File: src/shared/dtc_pkg.sv
// dtc_pkg: constants and types shared by the termination controller files
package dtc_pkg;
  // register bus geometry
  localparam int          ADDR_W     = 4;
  localparam int          DATA_W     = 32;
  localparam logic [3:0]  OFF_MODE   = 4'h0;
  localparam logic [3:0]  OFF_LAT    = 4'h4;
  localparam logic [3:0]  OFF_STATUS = 4'h8;
  // latency register fields
  localparam int          LAT_W      = 4;
  localparam int          CWL_LSB    = 0;
  localparam int          AL_LSB     = 4;
  // status register fields
  localparam int          ST_ACTIVE  = 0;
  localparam int          ST_WRWIN   = 1;
  localparam int          ST_ASYNC   = 2;
  localparam int          ST_ILLEGAL = 3;
  localparam int          ST_DQ_LSB  = 4;
  localparam int          ST_DQS_LSB = 8;
  localparam int          DIV_W      = 4;
  // reset values
  localparam logic [2:0]  NOM_RST    = 3'h0;
  localparam logic [1:0]  WR_RST     = 2'h0;
  localparam logic [3:0]  CWL_RST    = 4'h5;
  localparam logic [3:0]  AL_RST     = 4'h0;
  // nominal termination codes in mode register one
  localparam logic [2:0]  NOM_OFF    = 3'h0;
  localparam logic [2:0]  NOM_Q4     = 3'h1;
  localparam logic [2:0]  NOM_Q2     = 3'h2;
  localparam logic [2:0]  NOM_Q6     = 3'h3;
  localparam logic [2:0]  NOM_Q12    = 3'h4;
  localparam logic [2:0]  NOM_Q8     = 3'h5;
  // write termination codes in mode register two
  localparam logic [1:0]  WR_OFF     = 2'h0;
  localparam logic [1:0]  WR_Q4      = 2'h1;
  localparam logic [1:0]  WR_Q2      = 2'h2;
  // strength as divisor of the 240 ohm calibration reference, zero is no termination
  localparam int          REF_OHM    = 240;
  localparam logic [3:0]  DIV_NONE   = 4'h0;
  localparam logic [3:0]  DIV_2      = 4'h2;
  localparam logic [3:0]  DIV_4      = 4'h4;
  localparam logic [3:0]  DIV_6      = 4'h6;
  localparam logic [3:0]  DIV_8      = 4'h8;
  localparam logic [3:0]  DIV_12     = 4'hC;
  // timing
  localparam int          CLK_PS       = 40000;
  localparam int          ASYNC_MIN_PS = 2000;
  localparam int          ASYNC_MAX_PS = 8500;
  localparam int          ASYNC_CYC    = (ASYNC_MAX_PS / CLK_PS) < 1 ? 1 : ASYNC_MAX_PS / CLK_PS;
  localparam logic [5:0]  LAT_OFFSET   = 6'h02;
  localparam logic [5:0]  LAT_MIN      = 6'h01;
  localparam logic [5:0]  CHOP_HOLD    = 6'h04;
  localparam logic [5:0]  FULL_HOLD    = 6'h06;
  localparam int          HIST_DEPTH   = 40;
  // carriers
  typedef struct packed {
    logic       wlEnable;
    logic [1:0] wrCode;
    logic [2:0] nomCode;
  } dtc_mode_t;
  typedef struct packed {
    logic wr;
    logic chop;
  } dtc_wr_t;
  typedef struct packed {
    logic [3:0] dqsDiv;
    logic [3:0] dqDiv;
  } dtc_term_t;
  typedef enum logic [1:0] {
    BUS_IDLE = 2'b01,
    BUS_ACK  = 2'b10
  } dtc_bus_state_t;
endpackage

File: src/core/dtc_term_ctrl.sv
// dtc_term_ctrl: on-die termination control with an Avalon-MM register slave
// Overview of operation
// ignore input in self refresh or both disabled
// controller drops input before self refresh
// asynchronous mode while DLL off or synchronizing
// three-bit nominal code, 110 and 111 illegal
// nominal strengths reference over 2,4,6,8,12
// controller keeps input low during reads
// nominal only after init, never read/self-refresh
// no dynamic: writes use nominal, limited values
// sync turn-on after write plus additive minus two; the code never goes below one cycle
// sync turn-off after same latency
// async turn-on/off within 2 to 8.5 ns; the code registers it, taking up to one 40 ns clock cycle
// controller holds input high four cycles
// controller holds input six cycles after full write
// turn-off completes right after latency elapses
// dynamic: write strength during burst, then nominal
// tied-high input tolerated in single rank
// no write termination during write leveling
// mode change settles within bounded delay
// leveling: strobe nominal, data unterminated
// dynamic enabled when either mode-two bit set
// write switch at latency, revert after 4/6 plus
// write code 01 quarter, 10 half, 11 reserved
// input sampled on rising clock, latency starts there
module dtc_term_ctrl #(
  parameter int DEPTH = dtc_pkg::HIST_DEPTH
) (
  input  wire logic                        clk,
  input  wire logic                        rst_b,
  input  wire logic [dtc_pkg::ADDR_W-1:0]  address,
  input  wire logic                        read,
  input  wire logic                        write,
  input  wire logic [dtc_pkg::DATA_W-1:0]  writedata,
  output logic      [dtc_pkg::DATA_W-1:0]  readdata,
  output logic                             waitrequest,
  input  wire logic                        termCtrlIn,
  input  wire logic                        wrCmd,
  input  wire logic                        wrChop,
  input  wire logic                        selfRefresh,
  input  wire logic                        dllLocked,
  output logic                             termActive,
  output logic                             writeWin,
  output dtc_pkg::dtc_term_t               term
);
  localparam int IDX_W  = $clog2(DEPTH + 1);
  localparam int DATA_W = dtc_pkg::DATA_W;

  dtc_pkg::dtc_mode_t       mode;
  logic [dtc_pkg::LAT_W-1:0] write_latency_setting;
  logic [dtc_pkg::LAT_W-1:0] al;
  dtc_pkg::dtc_bus_state_t  busState;
  dtc_pkg::dtc_bus_state_t  next_busState;
  logic                     busReq;
  logic [5:0]               latSum;
  logic [5:0]               latency;
  logic [5:0]               chopEnd;
  logic [5:0]               fullEnd;
  logic                     asyncMode;
  logic                     dynOn;
  logic                     illegal;
  logic                     effIn;
  logic [3:0]               nomDiv;
  logic [3:0]               wrDiv;
  logic [DEPTH-1:0]         termHist;
  logic [DEPTH-1:0][1:0]    wrHist;
  logic [DEPTH:0]           termVec;
  logic [DEPTH:0][1:0]      wrVec;
  dtc_pkg::dtc_wr_t         curWr;
  dtc_pkg::dtc_wr_t         startWr;
  dtc_pkg::dtc_wr_t         chopWr;
  dtc_pkg::dtc_wr_t         fullWr;
  logic [IDX_W-1:0]         termIdx;
  logic                     next_termActive;
  logic                     next_writeWin;
  dtc_pkg::dtc_term_t       next_term;
  logic [dtc_pkg::DATA_W-1:0] statusWord;

  //////////////////////////////////////////////////////////////////////////////
  // register bus slave: one wait cycle, answer on the second cycle

  assign busReq = read || write;

  // bus handshake state
  always_comb begin
    next_busState = busState;
    unique case (busState)
      dtc_pkg::BUS_IDLE: begin
        if (busReq) begin
          next_busState = dtc_pkg::BUS_ACK;
        end
      end
      dtc_pkg::BUS_ACK: begin
        next_busState = dtc_pkg::BUS_IDLE;
      end
      default: begin
        next_busState = dtc_pkg::BUS_IDLE;
      end
    endcase
  end

  always_ff @(posedge clk or negedge rst_b) begin
    if (!rst_b) begin
      busState <= dtc_pkg::BUS_IDLE;
    end else begin
      busState <= next_busState;
    end
  end

  assign waitrequest = busReq && (busState != dtc_pkg::BUS_ACK);

  // mode and latency registers, written at the accepting edge
  always_ff @(posedge clk or negedge rst_b) begin
    if (!rst_b) begin
      mode <= '{wlEnable: 1'b0, wrCode: dtc_pkg::WR_RST, nomCode: dtc_pkg::NOM_RST};
      write_latency_setting  <= dtc_pkg::CWL_RST;
      al   <= dtc_pkg::AL_RST;
    end else if (write && busState == dtc_pkg::BUS_ACK) begin
      if (address == dtc_pkg::OFF_MODE) begin
        mode <= dtc_pkg::dtc_mode_t'(writedata[$bits(dtc_pkg::dtc_mode_t)-1:0]);
      end else if (address == dtc_pkg::OFF_LAT) begin
        write_latency_setting <= writedata[dtc_pkg::CWL_LSB +: dtc_pkg::LAT_W];
        al  <= writedata[dtc_pkg::AL_LSB +: dtc_pkg::LAT_W];
      end
    end
  end

  // status word showing the live termination state
  always_comb begin
    statusWord                                       = '0;
    statusWord[dtc_pkg::ST_ACTIVE]                   = termActive;
    statusWord[dtc_pkg::ST_WRWIN]                    = writeWin;
    statusWord[dtc_pkg::ST_ASYNC]                    = asyncMode;
    statusWord[dtc_pkg::ST_ILLEGAL]                  = illegal;
    statusWord[dtc_pkg::ST_DQ_LSB +: dtc_pkg::DIV_W]  = term.dqDiv;
    statusWord[dtc_pkg::ST_DQS_LSB +: dtc_pkg::DIV_W] = term.dqsDiv;
  end

  // read data captured in the wait cycle, held until the next read
  always_ff @(posedge clk or negedge rst_b) begin
    if (!rst_b) begin
      readdata <= '0;
    end else if (read && busState == dtc_pkg::BUS_IDLE) begin
      unique case (address)
        dtc_pkg::OFF_MODE:   readdata <= DATA_W'(mode);
        dtc_pkg::OFF_LAT:    readdata <= DATA_W'({al, write_latency_setting});
        dtc_pkg::OFF_STATUS: readdata <= statusWord;
        default:             readdata <= '0;
      endcase
    end
  end

  //////////////////////////////////////////////////////////////////////////////
  // mode decode

  // nominal strength from the three-bit code, reserved codes give none
  always_comb begin
    nomDiv = dtc_pkg::DIV_NONE;
    unique case (mode.nomCode)
      dtc_pkg::NOM_Q4:  nomDiv = dtc_pkg::DIV_4;
      dtc_pkg::NOM_Q2:  nomDiv = dtc_pkg::DIV_2;
      dtc_pkg::NOM_Q6:  nomDiv = dtc_pkg::DIV_6;
      dtc_pkg::NOM_Q12: nomDiv = dtc_pkg::DIV_12;
      dtc_pkg::NOM_Q8:  nomDiv = dtc_pkg::DIV_8;
      default:          nomDiv = dtc_pkg::DIV_NONE;
    endcase
  end

  // write strength from the two-bit code, reserved code gives none
  always_comb begin
    wrDiv = dtc_pkg::DIV_NONE;
    unique case (mode.wrCode)
      dtc_pkg::WR_Q4: wrDiv = dtc_pkg::DIV_4;
      dtc_pkg::WR_Q2: wrDiv = dtc_pkg::DIV_2;
      default:        wrDiv = dtc_pkg::DIV_NONE;
    endcase
  end

  assign dynOn     = mode.wrCode != dtc_pkg::WR_OFF;
  assign illegal   = (mode.nomCode > dtc_pkg::NOM_Q8) || (mode.wrCode > dtc_pkg::WR_Q2);
  assign asyncMode = !dllLocked;

  // latency is write latency plus additive latency less two, never below one cycle
  assign latSum  = 6'(write_latency_setting) + 6'(al);
  assign latency = (latSum > dtc_pkg::LAT_OFFSET) ? latSum - dtc_pkg::LAT_OFFSET : dtc_pkg::LAT_MIN;
  assign chopEnd = latency + dtc_pkg::CHOP_HOLD;
  assign fullEnd = latency + dtc_pkg::FULL_HOLD;

  //////////////////////////////////////////////////////////////////////////////
  // input history; tied-high input with nominal off still passes for writes

  assign effIn = termCtrlIn && !selfRefresh && (mode.nomCode != dtc_pkg::NOM_OFF || dynOn);
  assign curWr = '{wr: wrCmd, chop: wrChop};

  dtc_delay_line #(.WIDTH(1), .DEPTH(DEPTH)) termLine (
    .clk   (clk),
    .rst_b (rst_b),
    .din   (effIn),
    .hist  (termHist)
  );

  dtc_delay_line #(.WIDTH(2), .DEPTH(DEPTH)) writeLine (
    .clk   (clk),
    .rst_b (rst_b),
    .din   (curWr),
    .hist  (wrHist)
  );

  // index k of a vector is the sample registered k edges ago
  assign termVec = {termHist, effIn};
  assign wrVec   = {wrHist, curWr};
  assign termIdx = asyncMode ? IDX_W'(dtc_pkg::ASYNC_CYC - 1) : IDX_W'(latency);
  assign startWr = dtc_pkg::dtc_wr_t'(wrVec[IDX_W'(latency)]);
  assign chopWr  = dtc_pkg::dtc_wr_t'(wrVec[IDX_W'(chopEnd)]);
  assign fullWr  = dtc_pkg::dtc_wr_t'(wrVec[IDX_W'(fullEnd)]);

  //////////////////////////////////////////////////////////////////////////////
  // termination state and strength

  assign next_termActive = termVec[termIdx];

  // a write starting now wins over an older one ending now
  always_comb begin
    next_writeWin = writeWin;
    if (startWr.wr) begin
      next_writeWin = 1'b1;
    end else if ((chopWr.wr && chopWr.chop) || (fullWr.wr && !fullWr.chop)) begin
      next_writeWin = 1'b0;
    end
  end

  // strength follows mode registers at once, so a mode load settles in one cycle
  always_comb begin
    next_term.dqDiv  = dtc_pkg::DIV_NONE;
    next_term.dqsDiv = dtc_pkg::DIV_NONE;
    if (next_termActive) begin
      if (mode.wlEnable) begin
        next_term.dqsDiv = nomDiv;
      end else if (dynOn && next_writeWin) begin
        next_term.dqDiv  = wrDiv;
        next_term.dqsDiv = wrDiv;
      end else begin
        next_term.dqDiv  = nomDiv;
        next_term.dqsDiv = nomDiv;
      end
    end
  end

  // outputs change at the edge ending the latency, inside the skew window
  always_ff @(posedge clk or negedge rst_b) begin
    if (!rst_b) begin
      termActive <= 1'b0;
      writeWin   <= 1'b0;
      term       <= '0;
    end else begin
      termActive <= next_termActive;
      writeWin   <= next_writeWin;
      term       <= next_term;
    end
  end
endmodule

File: src/core/dtc_delay_line.sv
// dtc_delay_line: shift register keeping the last DEPTH samples of an input
module dtc_delay_line #(
  parameter int WIDTH = 1,
  parameter int DEPTH = 40
) (
  input  wire logic                         clk,
  input  wire logic                         rst_b,
  input  wire logic [WIDTH-1:0]             din,
  output logic      [DEPTH-1:0][WIDTH-1:0]  hist
);
  // hist[0] holds the sample taken at the latest rising edge
  always_ff @(posedge clk or negedge rst_b) begin
    if (!rst_b) begin
      hist <= '0;
    end else begin
      hist <= {hist[DEPTH-2:0], din};
    end
  end
endmodule

File: config.mk
export PLATFORM = sky130hd
export DESIGN_NAME = dtc_term_ctrl
export DESIGN_NICKNAME = d
export VERILOG_FILES = /design/src/shared/dtc_pkg.sv /design/src/core/dtc_term_ctrl.sv /design/src/core/dtc_delay_line.sv
export SDC_FILE = /design/constraint.sdc
export NUM_CORES = 1
export LEC_CHECK = 0
export ABC_CLOCK_PERIOD_IN_PS = 13500
export BUFFER_PORTS_ARGS = -buffer_cell sky130_fd_sc_hd__buf_4
export CAP_MARGIN = 20
export CORE_MARGIN = 3
export CORE_UTILIZATION = 44
export DETAILED_ROUTE_END_ITERATION = 10
export REMOVE_ABC_BUFFERS = 1
export SLEW_MARGIN = 20
export SYNTH_ARGS = -nofsm -noshare
export SYNTH_HDL_FRONTEND = slang
export SYNTH_SLANG_ARGS = --single-unit
File: constraint.sdc
create_clock -name clk -period 13.5 [get_ports clk]
set_clock_uncertainty 0.2 [all_clocks]
set_input_delay 0.675 -clock clk [delete_from_list [all_inputs] [get_ports clk]]
set_output_delay 0.675 -clock clk [all_outputs]
set_load 0.02 [all_outputs]
# ---- After elaboration in Yosys (flattened, before gate mapping)
# Index checks and enable logic that the tools add are counted.
dict set report classes {
  n_addsub 4
  n_mul 0
  n_div 0
  n_lt_le_gt_ge 7
  n_eq_ne 13
  shifts 0
  mux 21
  bitwise_logic 1
  n_reduce_logical 20
}
# cell count
set ops {}
lappend ops {{$bmux 2 s6} 3}
lappend ops {{$pmux 12 s3} 1}
lappend ops {{$lt 6x7->1 const B} 4}
lappend ops {{$pmux 4 s5} 1}
lappend ops {{$mux 8} 2}
lappend ops {{$add 6x3->6 const B} 2}
lappend ops {{$mux 6} 2}
lappend ops {{$mux 2} 5}
lappend ops {{$logic_and 1x1->1} 8}
lappend ops {{$mux 4} 2}
lappend ops {{$bmux 1 s6} 1}
lappend ops {{$eq 3x2->1 const B} 2}
lappend ops {{$eq 3x3->1 const B} 2}
lappend ops {{$pmux 3 s2} 1}
lappend ops {{$sub 5x2->6 const B} 1}
lappend ops {{$add 4x4->5} 1}
lappend ops {{$gt 5x2->1 const B} 1}
lappend ops {{$eq 2x1->1 const B} 2}
lappend ops {{$eq 2x2->1 const B} 2}
lappend ops {{$eq 4x3->1 const B} 1}
lappend ops {{$eq 4x4->1 const B} 1}
lappend ops {{$logic_not 4->1} 1}
lappend ops {{$logic_or 1x1->1} 4}
lappend ops {{$ne 2x2->1 const B} 2}
lappend ops {{10 further kinds} 14}
dict set report word_totals {
  regBits 178
  latch_bits 0
  mem_bits_rw 0
  rom_bits 0
  input_bits 45
  output_inout_bits 43
  elab_cells 157
  memories 0
}

# ---- Logic depth before layout (Yosys ltp)
# Gate-level depths: netlist of the first run.
dict set report depth {
  word_depth 15
  depth_mapped 20
  mapped_depth_nobuf 17
}

# ---- Hierarchy
# Synthesis of the first run repeated with hierarchy kept, for this count alone.
dict set report unflattened {
  cells_unflattened 658
  hier_area_um2 7384.6
}
# mod n_inst cells_each area_per_inst_um2 seq_area_each_um2
set modules_own_cells {}
lappend modules_own_cells {dtc_term_ctrl 1 538 4381.7 879.6}
lappend modules_own_cells {{dtc_delay_line (writeLine)} 1 80 2001.9 2001.9}
lappend modules_own_cells {{dtc_delay_line (termLine)} 1 40 1001.0 1001.0}

# ---- Least setup slack after synthesis of the first run
# Ideal clock, no wire load.
dict set report synth_path {
  path_kind {reg-to-reg}
  startpoint {register write_latency_setting[0] (netlist bit)}
  endpoint {register term[7] (netlist bit)}
  setup_time_ns 0.096
  arrival_ns 4.828
  required_ns 13.204
  slack_ns 8.376
  path_stages_with_launch 21
  n_path_buf 4
  period_less_slack_ns 5.124
  cell_sequence {dfstp_2 ha_1 fa_1 inv_1 clkbuf_1 ha_1 inv_1 a22o_1 buf_2 inv_1 buf_2 ha_1 and3_1 a221oi_2 o21ai_0 or4_1 nand4_1 a21oi_2 or2_1 buf_6 a311oi_2}
}
# item line_no
set synth_rtl {}
lappend synth_rtl {{start: declaration} dtc_term_ctrl.sv:50} ;# logic [dtc_pkg::LAT_W-1:0] write_latency_setting;
lappend synth_rtl {{start signal: assignment} dtc_term_ctrl.sv:116} ;# write_latency_setting <= dtc_pkg::CWL_RST;
lappend synth_rtl {{start signal: assignment} dtc_term_ctrl.sv:122} ;# write_latency_setting <= writedata[dtc_pkg::CWL_LSB +: dtc_pkg::LAT_W];
lappend synth_rtl {{end signal: assignment} dtc_term_ctrl.sv:258} ;# term <= next_term;
lappend synth_rtl {{end: declaration} dtc_term_ctrl.sv:44} ;# output dtc_pkg::dtc_term_t term

==> results of run 1 <==
==> path summary, 6_finish.rpt <==
check                                               from                  to  cells after the start
worst max-delay path            write_latency_setting[0]             term[1]                     17
worst min-delay path                               rst_b   termLine.hist[27]                      1
worst max register to register  write_latency_setting[0]             term[1]                     17
worst min register to register         termLine.hist[31]   termLine.hist[32]                      0
max in group asynchronous                          rst_b  writeLine.hist[76]                      2
min in group clk                       termLine.hist[31]   termLine.hist[32]                      0
==> placed cells by master, fill, tap and decap left out, drive strengths merged, types with 9 or more instances in the layout <==
cell type,n
nand3,19
a21oi,40
a221oi,12
conb,23
a31oi,9
nand2,60
mux2i,18
nor2,36
mux2,24
clkbuf,17
o21ai,43
a211oi,9
o22ai,16
a22oi,13
nor3,11
dfrtp,152
inv,19
buf,48
==> per-stage QoR <==
step | hold slack, ns | setup slack, ns | cell area, sq um | power (uW) | cells
detailed placement | 0.136 | 6.40 | 7750 | 1440 | 909
global placement | 0.137 | 6.49 | 7750 | 1430 | 909
CTS | 0.117 | 6.38 | 8410 | 1980 | 941
floorplan | 0.131 | 7.74 | 7110 | 1160 | 645
global route | 0.150 | 5.87 | 8410 | 2100 | 941
finish | 0.0806 | 6.31 | 8410 | 1980 | 941
==> power breakdown <==
part / switching, uW / total [uW] / internal (uW)
combinational: 602 / 905 / 303
clock: 195 / 527 / 332
sequential: 37.9 / 548 / 510
total: 835 / 1980 / 1150
==> per-layer routing <==
layer / vias up / track usage, % / routed length [um]
met2: 200 / 33.9 / 8890
met3: 27 / 3.53 / 977
met5: - / 0 / 0
met1: 2847 / 28.0 / 8280
met4: 0 / 7.61 / 326
li1: 2569 / - / -
==> worst max-delay path, stage by stage, from the launching register on <==
cell and delay, ns:
dfstp_2 0.55, ha_2 0.25, fa_1 0.43, buf_4 0.26, inv_1 0.51, ha_1 0.47
inv_1 0.23, a22o_1 0.76, inv_1 0.54, ha_1 0.39, and3_1 0.19, a221oi_2 0.65
o21ai_0 0.18, or4_1 0.55, nand4_1 0.14, a21oi_2 0.10, or2_1 0.34, a221oi_2 0.31
==> state kept, by name, summed over array words and instances, names as in the netlist <==
name and cells:
write_latency_setting 4, busState 2, writeLine.hist 80, writeWin 1, al 4, mode 6, termActive 1, readdata 11
term 6, termLine.hist 40
==> area by class of cell <==
type / instances / area, sq um / share of cell area [%]
inverter: 15 / 56.3 / 0.669
clock inverter: 15 / 235 / 2.80
timing repair buffer: 48 / 364 / 4.33
tap: 216 / 270 / 3.21
sequential: 155 / 3880 / 46.2
clock buffer: 17 / 425 / 5.06
multi-input combinational: 475 / 3180 / 37.8
==> cell families (layout without fill, tap and decap cells) <==
family                   count (synthesis)  in the layout  synth area share [%]
multiplexers                            43             43                  6.39
adder cells (fa/ha/maj)                  9              9                  1.62
flip-flops                             155            155                  52.5
other                                    1             23                0.0507
XOR/XNOR                                 3              3                 0.355
AND/OR/NAND/NOR                        183            183                  12.3
AO/OA/AOI/OAI                          214            214                  21.1
buffers and inverters                   79             95                  5.70
==> metrics.md, run 1 <==
| Metric | Value |
|---|---|
| Run status | `complete, no violations` |
| Clock insertion delay at the later pin of the skew report | `0.42 ns` |
| Unique masters post-synth | `82` |
| Fill count | `1473` |
| CP max FO | `33` |
| Total number of H-tree levels | `4` |
| Sum of net half-perimeters after detailed placement | `12100 um` |
| Standard cell core area | `16200 sq um` |
| Starting Density | `45.7%` |
| Drt via density | `6.00` |
| Number of enable-type register cells in the synthesized netlist | `0` |
| CTS Sinks | `155` |
| Resized cells post-CTS | `0` |
| Finished Core Util | `52.0%` |
| TritonCTS clock tree | `built` |
| Number of cells produced by synthesis | `687` |
| Number of clock buffers inserted by TritonCTS | `17` |
| Total Neg Setup Slack | `0 ns` |
| Post-Route WL | `18500 um` |
| Vias post-DR | `5643` |
| First-pass GRT wire length | `30000 um` |
| DIE AREA | `18400 sq um` |
| Synthesis warning total | `0` |
| Total number of nets in the final design | `766` |
| Commonest cells in the netlist | `152 x dfrtp_1, 60 x nand2_1, 40 x o21ai_0` |
| Vias in the first global route | `5699` |
| Weighted congestion reported at the end of routability-driven placement | `0.865` |
| Top Ports | `88` |
| Buffer depth of the longest clock path | `2` |
| Arr. time, crit path | `7.31 ns` |
| Max cap viols | `0` |
| RSZ-0062 raised after global routing | `no` |
| Die height | `136 um` |
| Initial detailed-routing violation count | `436` |
| Worst ir drop on vdd | `0.119 mV` |
| Max Transition Viols Final | `0` |
| Number of storage elements in the synthesis netlist | `155` |
| Proportion of synthesized chip area in sequential cells | `52.5%` |
| Drc violations | `0` |
| Mean post-synth cell area | `10.8 sq um` |
| Row cnt | `46` |
| Cell Area, Synth | `7400 sq um` |
| Layout Area Growth over Synthesis | `13.7%` |
| Fraction of final layout cells with drive strength greater than 1 | `18.2%` |
| Maximum achievable frequency | `139 MHz` |
| Type of origin of the critical path | `register` |
| Area fraction of the dominant cell type after synthesis | `51.4%` |
| GRT Residual Overflow | `0` |
| Setup fix buffers added after clock tree synthesis | `0` |
| Post-route fraction of the period consumed by the critical path | `53.2%` |
| Min-delay worst type | `in2async` |
| Required time at the endpoint of the critical path | `13.62 ns` |
| Clock transition at path regs | `0.06 ns` |
| Routed length per instance | `19.6 um` |
| Final hold viol count | `0` |
| Kind of critical path | `reg2reg` |
| Cell type with the highest aggregate area in the netlist | `dfrtp_1` |
| Synth area leaders | `dfrtp_1 51%, mux2_2 3.7%, nand2_1 3.0%, o21ai_0 2.7%, a21oi_1 2.6%` |
| Flip-flop cell with the highest count after synthesis | `dfrtp_1` |
| Leakage dissipation | `0.00359 uW` |
| Pin count of the biggest net entering global routing | `81` |
| Time the worst path needs with I/O delays and setup | `7.19 ns` |
| CP endpoint kind | `register` |
| Total GRT Usage | `20.8%` |
| Clock tree root driver cell | `clkbuf_16` |
| Most frequent cell after synthesis | `dfrtp_1` |
| # diodes | `0` |
| Count of port buffers added during placement | `40` |
| Slew @ Worst Pin | `0.937 ns` |
| Antenna violations before repair | `0` |
| R2R setup slack | `6.31 ns` |
| Worst rel slew slack | `37.5%` |
| Final setup violating endpoints | `0` |
| Async set-or-reset flop fraction in the synthesized netlist | `100%` |
| Die X | `136 um` |
| Power per unit of standard cell area | `235 nW/um^2` |
| Antenna-violating nets left | `0` |
| First-pass DRT Iterations | `6` |
| Hold buffer count at CTS | `0` |
Note: power is estimated with default switching activity, not from simulation.
==> run 2, diff against run 1 <==
--- a/config.mk
+++ b/config.mk
@@ -5,7 +5,7 @@
 export SDC_FILE = /design/constraint.sdc
 export NUM_CORES = 1
 export LEC_CHECK = 0
-export ABC_CLOCK_PERIOD_IN_PS = 13500
+export ABC_CLOCK_PERIOD_IN_PS = 7460
 export BUFFER_PORTS_ARGS = -buffer_cell sky130_fd_sc_hd__buf_4
 export CAP_MARGIN = 20
 export CORE_MARGIN = 3
==> constraint.sdc (replaced) <==
create_clock -name clk -period 7.46 [get_ports clk]
set_clock_uncertainty 0.2 [all_clocks]
set_input_delay 0.373 -clock clk [delete_from_list [all_inputs] [get_ports clk]]
set_output_delay 0.373 -clock clk [all_outputs]
set_load 0.02 [all_outputs]
==> metrics.md, run 2 (synthesis results as in run 1) <==
| Metric | Value |
|---|---|
| Run status | `complete, no violations (unchanged)` |
| Die X | `136 um (unchanged)` |
| Pin count of the biggest net entering global routing | `83 (was 81)` |
| First-pass DRT Iterations | `6 (unchanged)` |
| Total Neg Setup Slack | `0 ns (unchanged)` |
| Launch point of the worst reg-to-reg path | `write_latency_setting[0] (unchanged)` |
| Max cap viols | `0 (unchanged)` |
| Total number of nets in the final design | `781 (was 766)` |
| Sum of net half-perimeters after detailed placement | `12200 um (was 12100 um)` |
| Time the worst path needs with I/O delays and setup | `6.07 ns (was 7.19 ns)` |
| Highest-count cells in the layout ignoring fill and taps | `152 x dfrtp_1, 60 x nand2_1, 49 x buf_4 (was 152 x dfrtp_1, 60 x nand2_1, 47 x buf_4)` |
| CTS Sinks | `155 (unchanged)` |
| Leakage dissipation | `0.00361 uW (was 0.00359 uW)` |
| Min-delay worst type | `in2reg (was in2async)` |
| Register name with the most flops | `writeLine.hist (unchanged)` |
| Met3 routing resource usage after global routing | `4.46% (was 3.53%)` |
| Layout Area Growth over Synthesis | `14.4% (was 13.7%)` |
| RSZ-0062 raised after global routing | `no (unchanged)` |
| Slew @ Worst Pin | `1.02 ns (was 0.937 ns)` |
| Arr. time, crit path | `6.19 ns (was 7.31 ns)` |
| CP max FO | `19 (was 33)` |
| Flip-flop count of the largest register after layout | `80 (unchanged)` |
| Fraction of final layout cells with drive strength greater than 1 | `18.1% (was 18.2%)` |
| Met2 usage | `33.1% (was 33.9%)` |
| Number of clock buffers inserted by TritonCTS | `17 (unchanged)` |
| Weighted congestion reported at the end of routability-driven placement | `0.880 (was 0.865)` |
| DIE AREA | `18400 sq um (unchanged)` |
| Worst ir drop on vdd | `0.269 mV (was 0.119 mV)` |
| GRT Residual Overflow | `0 (unchanged)` |
| Row cnt | `46 (unchanged)` |
| Kind of critical path | `reg2reg (unchanged)` |
| Type of origin of the critical path | `register (unchanged)` |
| Total number of H-tree levels | `4 (unchanged)` |
| TritonCTS clock tree | `built (unchanged)` |
| Top Ports | `88 (unchanged)` |
| Power per unit of standard cell area | `413 nW/um^2 (was 235 nW/um^2)` |
| Buffer depth of the longest clock path | `2 (unchanged)` |
| Final hold viol count | `0 (unchanged)` |
| Clock transition at path regs | `0.06 ns (about the same)` |
| Post-route fraction of the period consumed by the critical path | `81.4% (was 53.2%)` |
| Clock tree root driver cell | `clkbuf_16 (unchanged)` |
| Total GRT Usage | `20.9% (was 20.8%)` |
| Launch point of the worst path | `write_latency_setting[0] (unchanged)` |
| Min-Delay Startpoint | `writedata[1]` |
| Global routing usage on met1 | `28.0% (about the same)` |
| Clock insertion delay at the later pin of the skew report | `0.42 ns (about the same)` |
| Drc violations | `0 (unchanged)` |
| Antenna-violating nets left | `0 (unchanged)` |
| Antenna violations before repair | `0 (unchanged)` |
| Vias in the first global route | `5679 (was 5699)` |
| Initial detailed-routing violation count | `393 (was 436)` |
| Count of port buffers added during placement | `40 (unchanged)` |
| # diodes | `0 (unchanged)` |
| Commonest non-fill, non-tap cell in the layout | `dfrtp_1 (unchanged)` |
| Max Transition Viols Final | `0 (unchanged)` |
| Finished Core Util | `52.3% (was 52.0%)` |
| Final setup violating endpoints | `0 (unchanged)` |
| Post-Route WL | `18500 um (about the same)` |
| Required time at the endpoint of the critical path | `7.58 ns (was 13.62 ns)` |
| Largest registers | `writeLine.hist (80), termLine.hist (40), readdata (11) (unchanged)` |
| Starting Density | `45.7% (unchanged)` |
| Die height | `136 um (unchanged)` |
| Worst rel slew slack | `32.1% (was 37.5%)` |
| Vias post-DR | `5746 (was 5643)` |
| Drt via density | `6.01 (was 6.00)` |
| CP endpoint kind | `register (unchanged)` |
| Resized cells post-CTS | `0 (unchanged)` |
| Routed length per instance | `19.3 um (was 19.6 um)` |
| First-pass GRT wire length | `30000 um (about the same)` |
| Standard cell core area | `16200 sq um (unchanged)` |
| Most used routing layer in global routing | `met2 (unchanged)` |
| Maximum achievable frequency | `165 MHz (was 139 MHz)` |
[run 2: changes by cell type in the layout (fill, tap and decap cells not counted), moves of 2 or more]
| cell | delta |
|---|---|
| inv_6 | +2 |
| buf_4 | +2 |
| inv_8 | -2 |
| bufinv_16 | -4 |
| dlygate4sd3_1 | +13 |
| clkinv_4 | +2 |
[run 2: path summary, 6_finish.rpt]
kind                                       to  slack [ns]  cells after the start
max                                   term[2]        1.39                     17
min                                   mode[1]        0.02                      2
max reg2reg                           term[2]        1.39                     17
min reg2reg                 termLine.hist[32]        0.15                      0
max in group asynchronous  writeLine.hist[19]        5.28                      3
min in group asynchronous   termLine.hist[32]        0.36                      2
[run 2: final cells by class]
class | count | area (sq um)
Clock buffer | 17 | 425
Inverter | 15 | 56.3
Clock inverter | 15 | 140
Multi-Input combinational cell | 475 | 3180
Timing Repair Buffer | 63 | 509
Tap cell | 216 | 270
Fill cell | 1422 | 7710
Sequential cell | 155 | 3880
[run 2: layer usage]
metal  vias to the layer above  routed length (um)
li1                       2608                   -
met1                      2872                8210
met2                       225                8740
met3                        41                1090
met4                         0                 424
met5                         -                   0
[run 2: where the power goes]
part / leakage [uW] / internal (uW) / switching, uW / total [uW]
Combinational: 0.00140 / 574 / 1110 / 1680
Clock: 0.000267 / 464 / 353 / 817
Sequential: 0.00194 / 923 / 66.4 / 990
[run 2: critical path, cell delays in order, from the launching register on]
cell      delay, ns
dfstp_2        0.56
ha_2           0.25
fa_1           0.45
inv_1          0.47
ha_1           0.45
inv_1          0.23
a22o_1         0.75
inv_1          0.14
ha_1           0.27
and3_1         0.19
a221oi_2       0.26
buf_4          0.22
o21ai_0        0.09
or4_1          0.52
nand4_1        0.14
a21oi_2        0.11
or2_1          0.35
a221oi_2       0.31
[run 2: timing repair]
action | 4_1_cts | 5_1_grt
buffers inserted | 0 | 0
hold endpoints to repair | 92 | 0
hold buffers | 13 | 0
[run 2: through the flow]
| step | cells | area, sq um | total power, uW | hold WS [ns] | worst slack, ns |
|---|---|---|---|---|---|
| 6_report | 956 | 8460 | 3490 | 0.0173 | 1.39 |
| 5_1_grt | 956 | 8460 | 3700 | 0.00588 | 1.06 |
| 3_3_place_gp | 911 | 7760 | 2600 | 0.136 | 1.60 |
| 2_1_floorplan | 645 | 7110 | 2100 | -0.123 | 1.70 |
| 4_1_cts | 956 | 8460 | 3480 | 0.00255 | 1.50 |
| 3_5_place_dp | 911 | 7760 | 2640 | 0.137 | 1.52 |
